===== config.mk =====
export PLATFORM = sky130hd
export DESIGN_NAME = pcicx_regs
export DESIGN_NICKNAME = d
export VERILOG_FILES = /design/src/hw/pcicx_pkg.sv /design/src/hw/pcicx_sync3.sv /design/src/hw/pcicx_regs.sv
export SDC_FILE = /design/constraint.sdc
export NUM_CORES = 1
export LEC_CHECK = 0
export BUFFER_PORTS_ARGS = -buffer_cell sky130_fd_sc_hd__buf_2
export CORE_MARGIN = 2
export CORE_UTILIZATION = 39
export CTS_BUF_LIST = sky130_fd_sc_hd__clkbuf_8 sky130_fd_sc_hd__clkbuf_16
export CTS_CLUSTER_SIZE = 16
export DETAILED_ROUTE_END_ITERATION = 12
export GPL_TIMING_DRIVEN = 1
export PLACE_DENSITY = 0.71
export SLEW_MARGIN = 10
export SYNTH_ARGS = -nofsm -noshare
export SYNTH_HDL_FRONTEND = slang
export SYNTH_SLANG_ARGS = --single-unit

===== constraint.sdc =====
create_clock -name clk_i -period 1.3 [get_ports clk_i]
set_input_delay 0.13 -clock clk_i [delete_from_list [all_inputs] [get_ports clk_i]]
set_output_delay 0.13 -clock clk_i [all_outputs]
set_load 0.005 [all_outputs]

===== src/hw/pcicx_pkg.sv =====
/*
 * Constants and carrier types for the configuration extension registers:
 * offsets, field positions, fixed read values and the bus request struct.
 * Assumes byte addresses on the configuration port, one 32-bit word each.
 */
package pcicx_pkg;

   ////////////////////////////////////////////////////////////////////////////
   // widths
   localparam int CFG_ADDR_W = 8;
   localparam int DATA_W = 32;

   ////////////////////////////////////////////////////////////////////////////
   // register offsets (byte addresses)
   localparam logic [7:0] OFF_CMD_STATUS = 8'h04;
   localparam logic [7:0] OFF_IO_BASE = 8'h14;
   localparam logic [7:0] OFF_CAP_PTR = 8'h34;
   localparam logic [7:0] OFF_INT_ROUTING = 8'h3C;
   localparam logic [7:0] OFF_EXT_INT = 8'h48;
   localparam logic [7:0] OFF_HOT_SWAP = 8'h80;

   ////////////////////////////////////////////////////////////////////////////
   // io window base fields
   localparam logic [31:0] IO_BASE_FIXED = 32'h0000_0001;
   localparam int IO_BASE_LSB = 8;
   localparam int IO_BASE_W = 24;

   ////////////////////////////////////////////////////////////////////////////
   // capability pointer and interrupt routing
   localparam logic [7:0] CAP_PTR_HOT_SWAP = 8'h80;
   localparam logic [7:0] INT_PIN_INTA = 8'h01;
   localparam int INT_LINE_W = 8;
   localparam int INT_PIN_LSB = 8;

   ////////////////////////////////////////////////////////////////////////////
   // command / status word
   localparam int CMD_INT_DISABLE_BIT = 10;
   localparam int STAT_INT_STATUS_BIT = 19;
   localparam int STAT_CAP_LIST_BIT = 20;

   ////////////////////////////////////////////////////////////////////////////
   // external interrupt control / status
   localparam int EXT_INT_STATUS_BIT = 8;
   localparam int EXT_INT_ENABLE_BIT = 9;

   ////////////////////////////////////////////////////////////////////////////
   // hot-swap capability register
   localparam int HS_ENUM_MASK_BIT = 9;
   localparam int HS_LED_BIT = 11;
   localparam int HS_INS_STAT0_BIT = 14;
   localparam int HS_INS_STAT1_BIT = 15;
   localparam int HS_NEXT_LSB = 16;
   localparam int HS_CAP_ID_LSB = 24;
   localparam logic [7:0] HS_CAP_ID = 8'h06;
   localparam logic [7:0] HS_NEXT_PTR = 8'h00;

   ////////////////////////////////////////////////////////////////////////////
   // configuration access from the host side
   typedef struct packed {
      logic [CFG_ADDR_W-1:0] addr;
      logic [DATA_W-1:0] wdata;
      logic wr;
      logic rd;
   } pcicx_cfg_req_t;

   // open-drain interrupt pin
   typedef struct packed {
      logic out;
      logic oe_n;
   } pcicx_od_pin_t;

endpackage : pcicx_pkg


===== src/hw/pcicx_sync3.sv =====
/*
 * Three-stage input synchroniser with agreement filter.
 * Assumes the input is asynchronous to clk_i; output follows once
 * the second and third stages agree.
 */
`timescale 1ns/1ps

module pcicx_sync3
   import pcicx_pkg::*;
#(
   parameter logic RESET_VAL = 1'b1
) (
   // clock and reset
   input wire logic clk_i,
   input wire logic reset_i,
   input wire logic ce_i,
   // level in and out
   input wire logic async_i,
   output logic sync_o
);

   typedef struct packed {
      logic s1;
      logic s2;
      logic s3;
      logic level;
   } pcicx_sync_state_t;

   pcicx_sync_state_t state;
   pcicx_sync_state_t next_state;

   always_comb begin
      next_state = state;
      if (ce_i) begin
         next_state.s1 = async_i;
         next_state.s2 = state.s1;
         next_state.s3 = state.s2;
         if (state.s2 == state.s3) begin
            next_state.level = state.s3;
         end
      end
   end

   always_ff @(posedge clk_i) begin
      if (reset_i) begin
         state <= '{s1: RESET_VAL, s2: RESET_VAL, s3: RESET_VAL, level: RESET_VAL};
      end else begin
         state <= next_state;
      end
   end

   assign sync_o = state.level;

endmodule : pcicx_sync3


===== src/hw/pcicx_regs.sv =====
/*
 * Configuration extension registers of a PCI target: io window base with
 * address decode, capability pointer, interrupt routing, external interrupt
 * control/status, hot-swap capability, and the interrupt bits of the
 * command/status word.
 * Assumes the host bridge issues one-cycle read/write strobes on the config
 * port; read data stand the cycle after the read strobe.
 */
// What this block does
// - io window base bit 0 reads one, bit 1 zero, both read-only
// - io window base bits 7..2 read zero, ignore writes: 256-byte window
// - io window base bits 31..8 writable; io hit when equal to address 31..8
// - capability pointer low byte 80h with hot-swap, else zero; upper bits zero
// - capability pointer may be absent without hot-swap; then reads zero
// - interrupt line byte stores host writes, reads back, steers nothing
// - interrupt pin byte reads 01h, read-only, naming INTA
// - external interrupt status sets on active-low backend input, zero after reset
// - writing one to status bit 8 clears it; writing zero leaves it
// - bit 9 enables handling of the external interrupt input
// - external interrupt register bits 7..0 and 31..10 read zero
// - hot-swap bit 11 read/write, drives blue extraction indicator
// - hot-swap bits 31..24 read 06h, next-capability byte reads zero
// - command interrupt-disable bit blocks INTA, zero after reset
// - status bit 3 mirrors the INTA output state
`timescale 1ns/1ps

module pcicx_regs
   import pcicx_pkg::*;
#(
   parameter logic HOT_SWAP_EN = 1'b1
) (
   // clock, reset, enable
   input wire logic clk_i,
   input wire logic reset_i,
   input wire logic ce_i,
   // configuration port
   input wire logic [CFG_ADDR_W-1:0] cfg_addr_i,
   input wire logic [DATA_W-1:0] cfg_wdata_i,
   input wire logic cfg_wr_i,
   input wire logic cfg_rd_i,
   output logic [DATA_W-1:0] cfg_rdata_o,
   // io space decode
   input wire logic [DATA_W-1:0] io_addr_i,
   output logic io_hit_o,
   // backend interrupt
   input wire logic backend_interrupt_in_n_i,
   // interrupt pin, open drain
   output logic inta_n_o,
   output logic inta_oe_n_o,
   // hot-swap indicator
   output logic blue_led_o
);

   ////////////////////////////////////////////////////////////////////////////
   // state

   typedef struct packed {
      logic [IO_BASE_W-1:0] io_base;
      logic [INT_LINE_W-1:0] int_line;
      logic int_disable;
      logic ext_status;
      logic ext_enable;
      logic hs_enum_mask;
      logic hs_led;
      logic hs_ins_stat0;
      logic hs_ins_stat1;
      logic inta_active;
      logic [DATA_W-1:0] rdata;
   } pcicx_state_t;

   pcicx_state_t state;
   pcicx_state_t next_state;
   pcicx_cfg_req_t req;
   logic ext_int_level_n;

   assign req = '{addr: cfg_addr_i, wdata: cfg_wdata_i, wr: cfg_wr_i, rd: cfg_rd_i};

   ////////////////////////////////////////////////////////////////////////////
   // functions

   // word select, low two address bits ignored
   function automatic logic reg_sel(input logic [CFG_ADDR_W-1:0] addr,
                                    input logic [CFG_ADDR_W-1:0] off);
      reg_sel = (addr[CFG_ADDR_W-1:2] == off[CFG_ADDR_W-1:2]);
   endfunction : reg_sel

   // write strobe to one register
   function automatic logic reg_wr(input pcicx_cfg_req_t r,
                                   input logic [CFG_ADDR_W-1:0] off);
      reg_wr = r.wr && reg_sel(r.addr, off);
   endfunction : reg_wr

   // io window compare on the programmable upper bits
   function automatic logic io_match(input logic [DATA_W-1:0] addr,
                                     input logic [IO_BASE_W-1:0] base);
      io_match = (addr[DATA_W-1:IO_BASE_LSB] == base);
   endfunction : io_match

   // read value for an address
   function automatic logic [DATA_W-1:0] reg_read(input pcicx_state_t s,
                                                  input logic [CFG_ADDR_W-1:0] addr,
                                                  input logic hs_en);
      logic [DATA_W-1:0] v;
      v = '0;
      if (reg_sel(addr, OFF_CMD_STATUS)) begin
         v[CMD_INT_DISABLE_BIT] = s.int_disable;
         v[STAT_INT_STATUS_BIT] = s.inta_active;
         v[STAT_CAP_LIST_BIT] = hs_en;
      end else if (reg_sel(addr, OFF_IO_BASE)) begin
         v = IO_BASE_FIXED;
         v[DATA_W-1:IO_BASE_LSB] = s.io_base;
      end else if (reg_sel(addr, OFF_CAP_PTR)) begin
         if (hs_en) begin
            v[$bits(CAP_PTR_HOT_SWAP)-1:0] = CAP_PTR_HOT_SWAP;
         end
      end else if (reg_sel(addr, OFF_INT_ROUTING)) begin
         v[INT_LINE_W-1:0] = s.int_line;
         v[INT_PIN_LSB +: $bits(INT_PIN_INTA)] = INT_PIN_INTA;
      end else if (reg_sel(addr, OFF_EXT_INT)) begin
         v[EXT_INT_STATUS_BIT] = s.ext_status;
         v[EXT_INT_ENABLE_BIT] = s.ext_enable;
      end else if (reg_sel(addr, OFF_HOT_SWAP) && hs_en) begin
         v[HS_ENUM_MASK_BIT] = s.hs_enum_mask;
         v[HS_LED_BIT] = s.hs_led;
         v[HS_INS_STAT0_BIT] = s.hs_ins_stat0;
         v[HS_INS_STAT1_BIT] = s.hs_ins_stat1;
         v[HS_NEXT_LSB +: $bits(HS_NEXT_PTR)] = HS_NEXT_PTR;
         v[HS_CAP_ID_LSB +: $bits(HS_CAP_ID)] = HS_CAP_ID;
      end
      reg_read = v;
   endfunction : reg_read

   ////////////////////////////////////////////////////////////////////////////
   // backend interrupt input

   pcicx_sync3 #(
      .RESET_VAL(1'b1)
   ) u_ext_sync (
      .clk_i(clk_i),
      .reset_i(reset_i),
      .ce_i(ce_i),
      .async_i(backend_interrupt_in_n_i),
      .sync_o(ext_int_level_n)
   );

   ////////////////////////////////////////////////////////////////////////////
   // next state

   always_comb begin
      next_state = state;
      if (ce_i) begin
         // command word interrupt disable
         if (reg_wr(req, OFF_CMD_STATUS)) begin
            next_state.int_disable = req.wdata[CMD_INT_DISABLE_BIT];
         end

         // io window base, low bits are constants
         if (reg_wr(req, OFF_IO_BASE)) begin
            next_state.io_base = req.wdata[DATA_W-1:IO_BASE_LSB];
         end

         // interrupt line byte, pin byte fixed
         if (reg_wr(req, OFF_INT_ROUTING)) begin
            next_state.int_line = req.wdata[INT_LINE_W-1:0];
         end

         // external interrupt enable and write-one-to-clear status
         if (reg_wr(req, OFF_EXT_INT)) begin
            next_state.ext_enable = req.wdata[EXT_INT_ENABLE_BIT];
            if (req.wdata[EXT_INT_STATUS_BIT]) begin
               next_state.ext_status = 1'b0;
            end
         end
         // set after clear so a coinciding event is kept
         if (!ext_int_level_n && state.ext_enable) begin
            next_state.ext_status = 1'b1;
         end

         // hot-swap control bits
         if (reg_wr(req, OFF_HOT_SWAP) && HOT_SWAP_EN) begin
            next_state.hs_enum_mask = req.wdata[HS_ENUM_MASK_BIT];
            next_state.hs_led = req.wdata[HS_LED_BIT];
            next_state.hs_ins_stat0 = req.wdata[HS_INS_STAT0_BIT];
            next_state.hs_ins_stat1 = req.wdata[HS_INS_STAT1_BIT];
         end

         // interrupt pin follows status, enable and disable
         next_state.inta_active = next_state.ext_status && next_state.ext_enable
                                  && !next_state.int_disable;

         // read data for the cycle after the strobe
         if (req.rd) begin
            next_state.rdata = reg_read(state, req.addr, HOT_SWAP_EN);
         end else begin
            next_state.rdata = '0;
         end
      end
   end

   ////////////////////////////////////////////////////////////////////////////
   // state register

   always_ff @(posedge clk_i) begin
      if (reset_i) begin
         state <= '0;
      end else begin
         state <= next_state;
      end
   end

   ////////////////////////////////////////////////////////////////////////////
   // outputs

   pcicx_od_pin_t inta_pin;

   always_comb begin
      inta_pin.out = 1'b0;
      inta_pin.oe_n = !state.inta_active;
   end

   assign inta_n_o = inta_pin.out;
   assign inta_oe_n_o = inta_pin.oe_n;
   assign cfg_rdata_o = state.rdata;
   assign io_hit_o = io_match(io_addr_i, state.io_base);
   assign blue_led_o = state.hs_led && HOT_SWAP_EN;

endmodule : pcicx_regs


==> flow_results.org <==
** Pwr
- Worst vdd rail ir drop :: 0.549 mV
- Power spread over the standard cell area amounts to 1100 nW/um2.
- Leakage :: 0.00192 uW

** Critical path
- Highest-delay cell along the critical path :: sky130_fd_sc_hd__dfxtp_2
- The worst setup path is launched from a register.
- Dominant delay contributor by cell family on the critical path :: simple AND/OR/NAND/NOR gates
- Cell breakdown of the critical path :: xor2_1 -> nor4_2 -> nand4_1 -> nor3_1 -> buf_2
- STA puts the critical path data required time at 1170 ps.
- The worst setup path is of the reg2out kind.
- Maximum single-stage delay on the critical path :: 340 ps
- Peak fanout along the critical path :: 2
- The number of buffers and inverters on the critical path is 1.
- Nature of the critical path endpoint :: output port
- Worst Path Arrival :: 1640 ps

** Die
- The region available for standard cell placement spans 8680 um2.
- The die is 98.5 um wide.
- Die height :: between 90 and 100 um
- Number of placed I/O pins :: roughly 110
- The die covers 9700 um2.
- For this configuration, the core starts out at a cell density of around two fifths.
- Row generation in the floorplan step produced 34 rows.

** Outcome
- Run status :: complete, but fails checks
- The checks that failed: setup timing.

** Global routing
- Global-route wire length before repair :: 14.5 mm
- Global routing used between 10% and 20% of the available tracks across all layers.
- Antenna violations before repair :: 0
- The number of global-route vias before repair is 3003.
- Global routing finished with a remaining overflow of 0.
- Entering global routing, the biggest net connects between 70 and 80 pins.

** Clocking
- Clock-pin slew was measured on the worst setup and hold paths at 80 ps.
- CTS built an H-tree with a depth of 3.
- At the later pin of the worst-skew pair, clock insertion delay measures 350 ps.
- In this run the post-CTS setup repair buffer count came out at 0.
- TritonCTS built the clock tree.
- In this run, CTS created clock tree buffers numbering 9.
- The tree built by TritonCTS fans out to 76 sinks.
- In this run the deepest clock path goes through 2 buffers.
- Clk Tree Root Cell :: sky130_fd_sc_hd__clkbuf_8

** Detailed routing
- Drc violations :: 0
- Number of DRC violations after detailed-routing iteration 0 :: 126
- Drt first pass iters :: 4
- Antenna Violating Nets Remaining :: 0
- Avg WL per Cell :: 14.5 um
- In the routed layout, each cell is associated on average with a via count of between 4 and 5.
- Detailed routing inserted a total of 3118 vias.
- The routed design has 9.03 mm of wire.

** Timing
- Number of endpoints failing setup at the final stage :: 1
- Clock skew on the completed layout was measured at 8.52 ps.
- Timing would allow up to 566 MHz.
- Count of final max-slew check failures :: 0
- Once routing completed, OpenROAD measured the worst setup slack at -466 ps.
- The routed design could run at a clock period as short as around 1800 ps.
- Setup repair after global routing could not meet its margin everywhere.
- Final Hold Viols :: 0
- Dividing the final minimum period by the clock period gives 136%.

** Hold path
- The tightest min-delay check is of the in2reg type.

** Synth
- Compound-Gate Fraction of Synth Area :: between 10% and 20%
- Combined area of all synthesized cells :: 3480 um2
- Yosys mapped a number of flops with a built-in enable equal to 0.
- Area share of fa/ha/maj cells after synthesis :: 0%
- Counting every instance in the synthesized netlist gives 410.
- Post-synthesis register bit count :: 76
- Async set-reset flop share out of synthesis :: 0%
- YS warnings :: 0
- Multiplexer share of the synthesized area :: 4.92%
- The number of nets handed over by synthesis was 488.
- For this run, the leading register cell type out of synthesis is sky130_fd_sc_hd__dfxtp_1.
- Sequential elements use 43.7% of the synthesized area.
- A synthesized cell averages 8.49 um2.
- Largest family of logic cells by synthesized area :: simple AND/OR/NAND/NOR gates
- After Yosys synthesis, XOR and XNOR cells account for 6.04% of the synthesized area.
- Number of distinct standard cells referenced by the synthesized netlist :: 40
- After Yosys synthesis, and, or, nand and nor cells account for around a fifth of the synthesized area.

** Final layout
- Most common cell after layout, fill and taps aside :: sky130_fd_sc_hd__buf_2
- Commonest non-fill, non-tap cells in the layout :: sky130_fd_sc_hd__buf_2, sky130_fd_sc_hd__dfxtp_1, sky130_fd_sc_hd__nand2_1
- Count of placed standard cells in the final layout, fillers left out :: 624
- The number of antenna diodes in the final layout is 0.
- Fraction of final layout cells sized beyond drive strength 1 :: 33.1%
- Final net count :: between 500 and 600
- P&R area growth vs syn :: 27.7%

** Job
- Max-cap violations in this run came to 0.

** Placement
- Post-Place Cells :: approximately 600
- Summed over all nets, the half-perimeter wirelength after detailed placement is 6.51 mm.
- At the placement stage, the worst setup path has a slack of -154 ps.
- Routability-driven placement finished with a final weighted congestion of 0.887.
- Count of port buffers added during placement :: 102
-- area by class of cell --
cell class	instances	area (um2)
fillers	840	4230
well taps	108	135
multi-input cells	273	1630
clock buffers	9	124
flip-flops and latches	76	1520
inverters	6	22.5
clock inverters	7	115
repair buffers	145	891
-- registers in the layout (all words and copies together) (netlist names) --
name	flops
state	39
u_ext_sync.sync_o	1
cfg_rdata_o	32
u_ext_sync.state	3
blue_led_o	1
-- cell families (layout without fill, tap and decap cells) --
family          after synthesis  after routing
buf+inv                      61            167
mux                          17             17
simple gates                152            152
flops                        76             76
compound gates               79             79
other cells                   1              1
xor+xnor                     24             24
-- synthesized netlist by cell type (2+ instances only) --
cell | instances | area share [%]
sky130_fd_sc_hd__a211oi_1 | 2 | 0.43
sky130_fd_sc_hd__a21o_1 | 7 | 1.5
sky130_fd_sc_hd__a21oi_1 | 40 | 5.8
sky130_fd_sc_hd__a22oi_1 | 22 | 4.7
sky130_fd_sc_hd__and3_1 | 3 | 0.54
sky130_fd_sc_hd__buf_2 | 6 | 0.86
sky130_fd_sc_hd__buf_4 | 33 | 7.1
sky130_fd_sc_hd__clkbuf_1 | 15 | 1.6
sky130_fd_sc_hd__dfxtp_1 | 76 | 44
sky130_fd_sc_hd__inv_1 | 5 | 0.54
sky130_fd_sc_hd__mux2i_1 | 16 | 4.6
sky130_fd_sc_hd__nand2_1 | 68 | 7.3
sky130_fd_sc_hd__nand2b_1 | 2 | 0.36
sky130_fd_sc_hd__nand3_1 | 16 | 2.3
sky130_fd_sc_hd__nand4_1 | 6 | 1.1
sky130_fd_sc_hd__nor2_1 | 37 | 4.0
sky130_fd_sc_hd__nor2b_1 | 2 | 0.36
sky130_fd_sc_hd__nor3_1 | 3 | 0.43
sky130_fd_sc_hd__nor4_1 | 4 | 0.72
sky130_fd_sc_hd__nor4b_1 | 2 | 0.50
sky130_fd_sc_hd__o2111ai_1 | 2 | 0.50
sky130_fd_sc_hd__o21ai_0 | 3 | 0.43
sky130_fd_sc_hd__xnor2_1 | 8 | 2.0
sky130_fd_sc_hd__xor2_1 | 16 | 4.0
-- per-layer routing --
metal	share of wire, %	track usage [%]
met5	0	0
met4	1.0	5.69
met3	5.9	4.82
met2	47	30.7
met1	46	24.5
-- final timing paths --
check	slack, ps	startpoint	end	cells past startpoint
worst max register to register	270	state[40]$_SDFFE_PP0P_	cfg_rdata_o[0]$_SDFFE_PP0P_	3
worst min-delay path	20	cfg_wdata_i[3]	state[43]$_SDFFE_PP0P_	3
worst max-delay path	-470	state[49]$_SDFFE_PP0P_	io_hit_o	5
worst min register to register	460	cfg_rdata_o[19]$_SDFFE_PP0P_	cfg_rdata_o[19]$_SDFFE_PP0P_	2
-- where the power goes --
| group | switching (uW) | total, uW | internal [uW] | leakage [uW] |
|---|---|---|---|---|
| Sequential | 9.31 | 2350 | 2340 | 0.000614 |
| Clock | 891 | 2160 | 1270 | 0.000121 |
| Combinational | 209 | 387 | 178 | 0.00118 |
| Total | 1110 | 4900 | 3790 | 0.00192 |
-- tightest hold or removal path, cell delays in order --
cell	delay [ps]
sky130_fd_sc_hd__buf_2	70
sky130_fd_sc_hd__mux2i_1	50
sky130_fd_sc_hd__nor2_1	70
-- metrics by stage --
step / TNS, ps / hold slack, ps / instance area, um2 / power [uW] / util (%)
after floorplan: 0 / 258 / 3490 / 2560 / -
after global placement: -4550 / 350 / 4150 / 2770 / 47.8
after detailed placement: -5880 / 351 / 4150 / 2770 / 47.8
after CTS: -468 / 1.25 / 4430 / 4950 / 51.1
after global routing: -527 / 5.77 / 4440 / 5080 / 51.2
final: -466 / 15.7 / 4440 / 4900 / 51.2
-- timing repair --
| action | CTS | global route |
|---|---|---|
| endpoints found under the hold margin | 3 | 0 |
| hold buffers | 3 | 0 |
| gates resized for setup | 4 | 2 |
| pin swaps | 1 | 0 |
| setup endpoints to repair | 1 | 1 |
| gates cloned | 0 | 0 |
(Power assumes the default switching activity.)
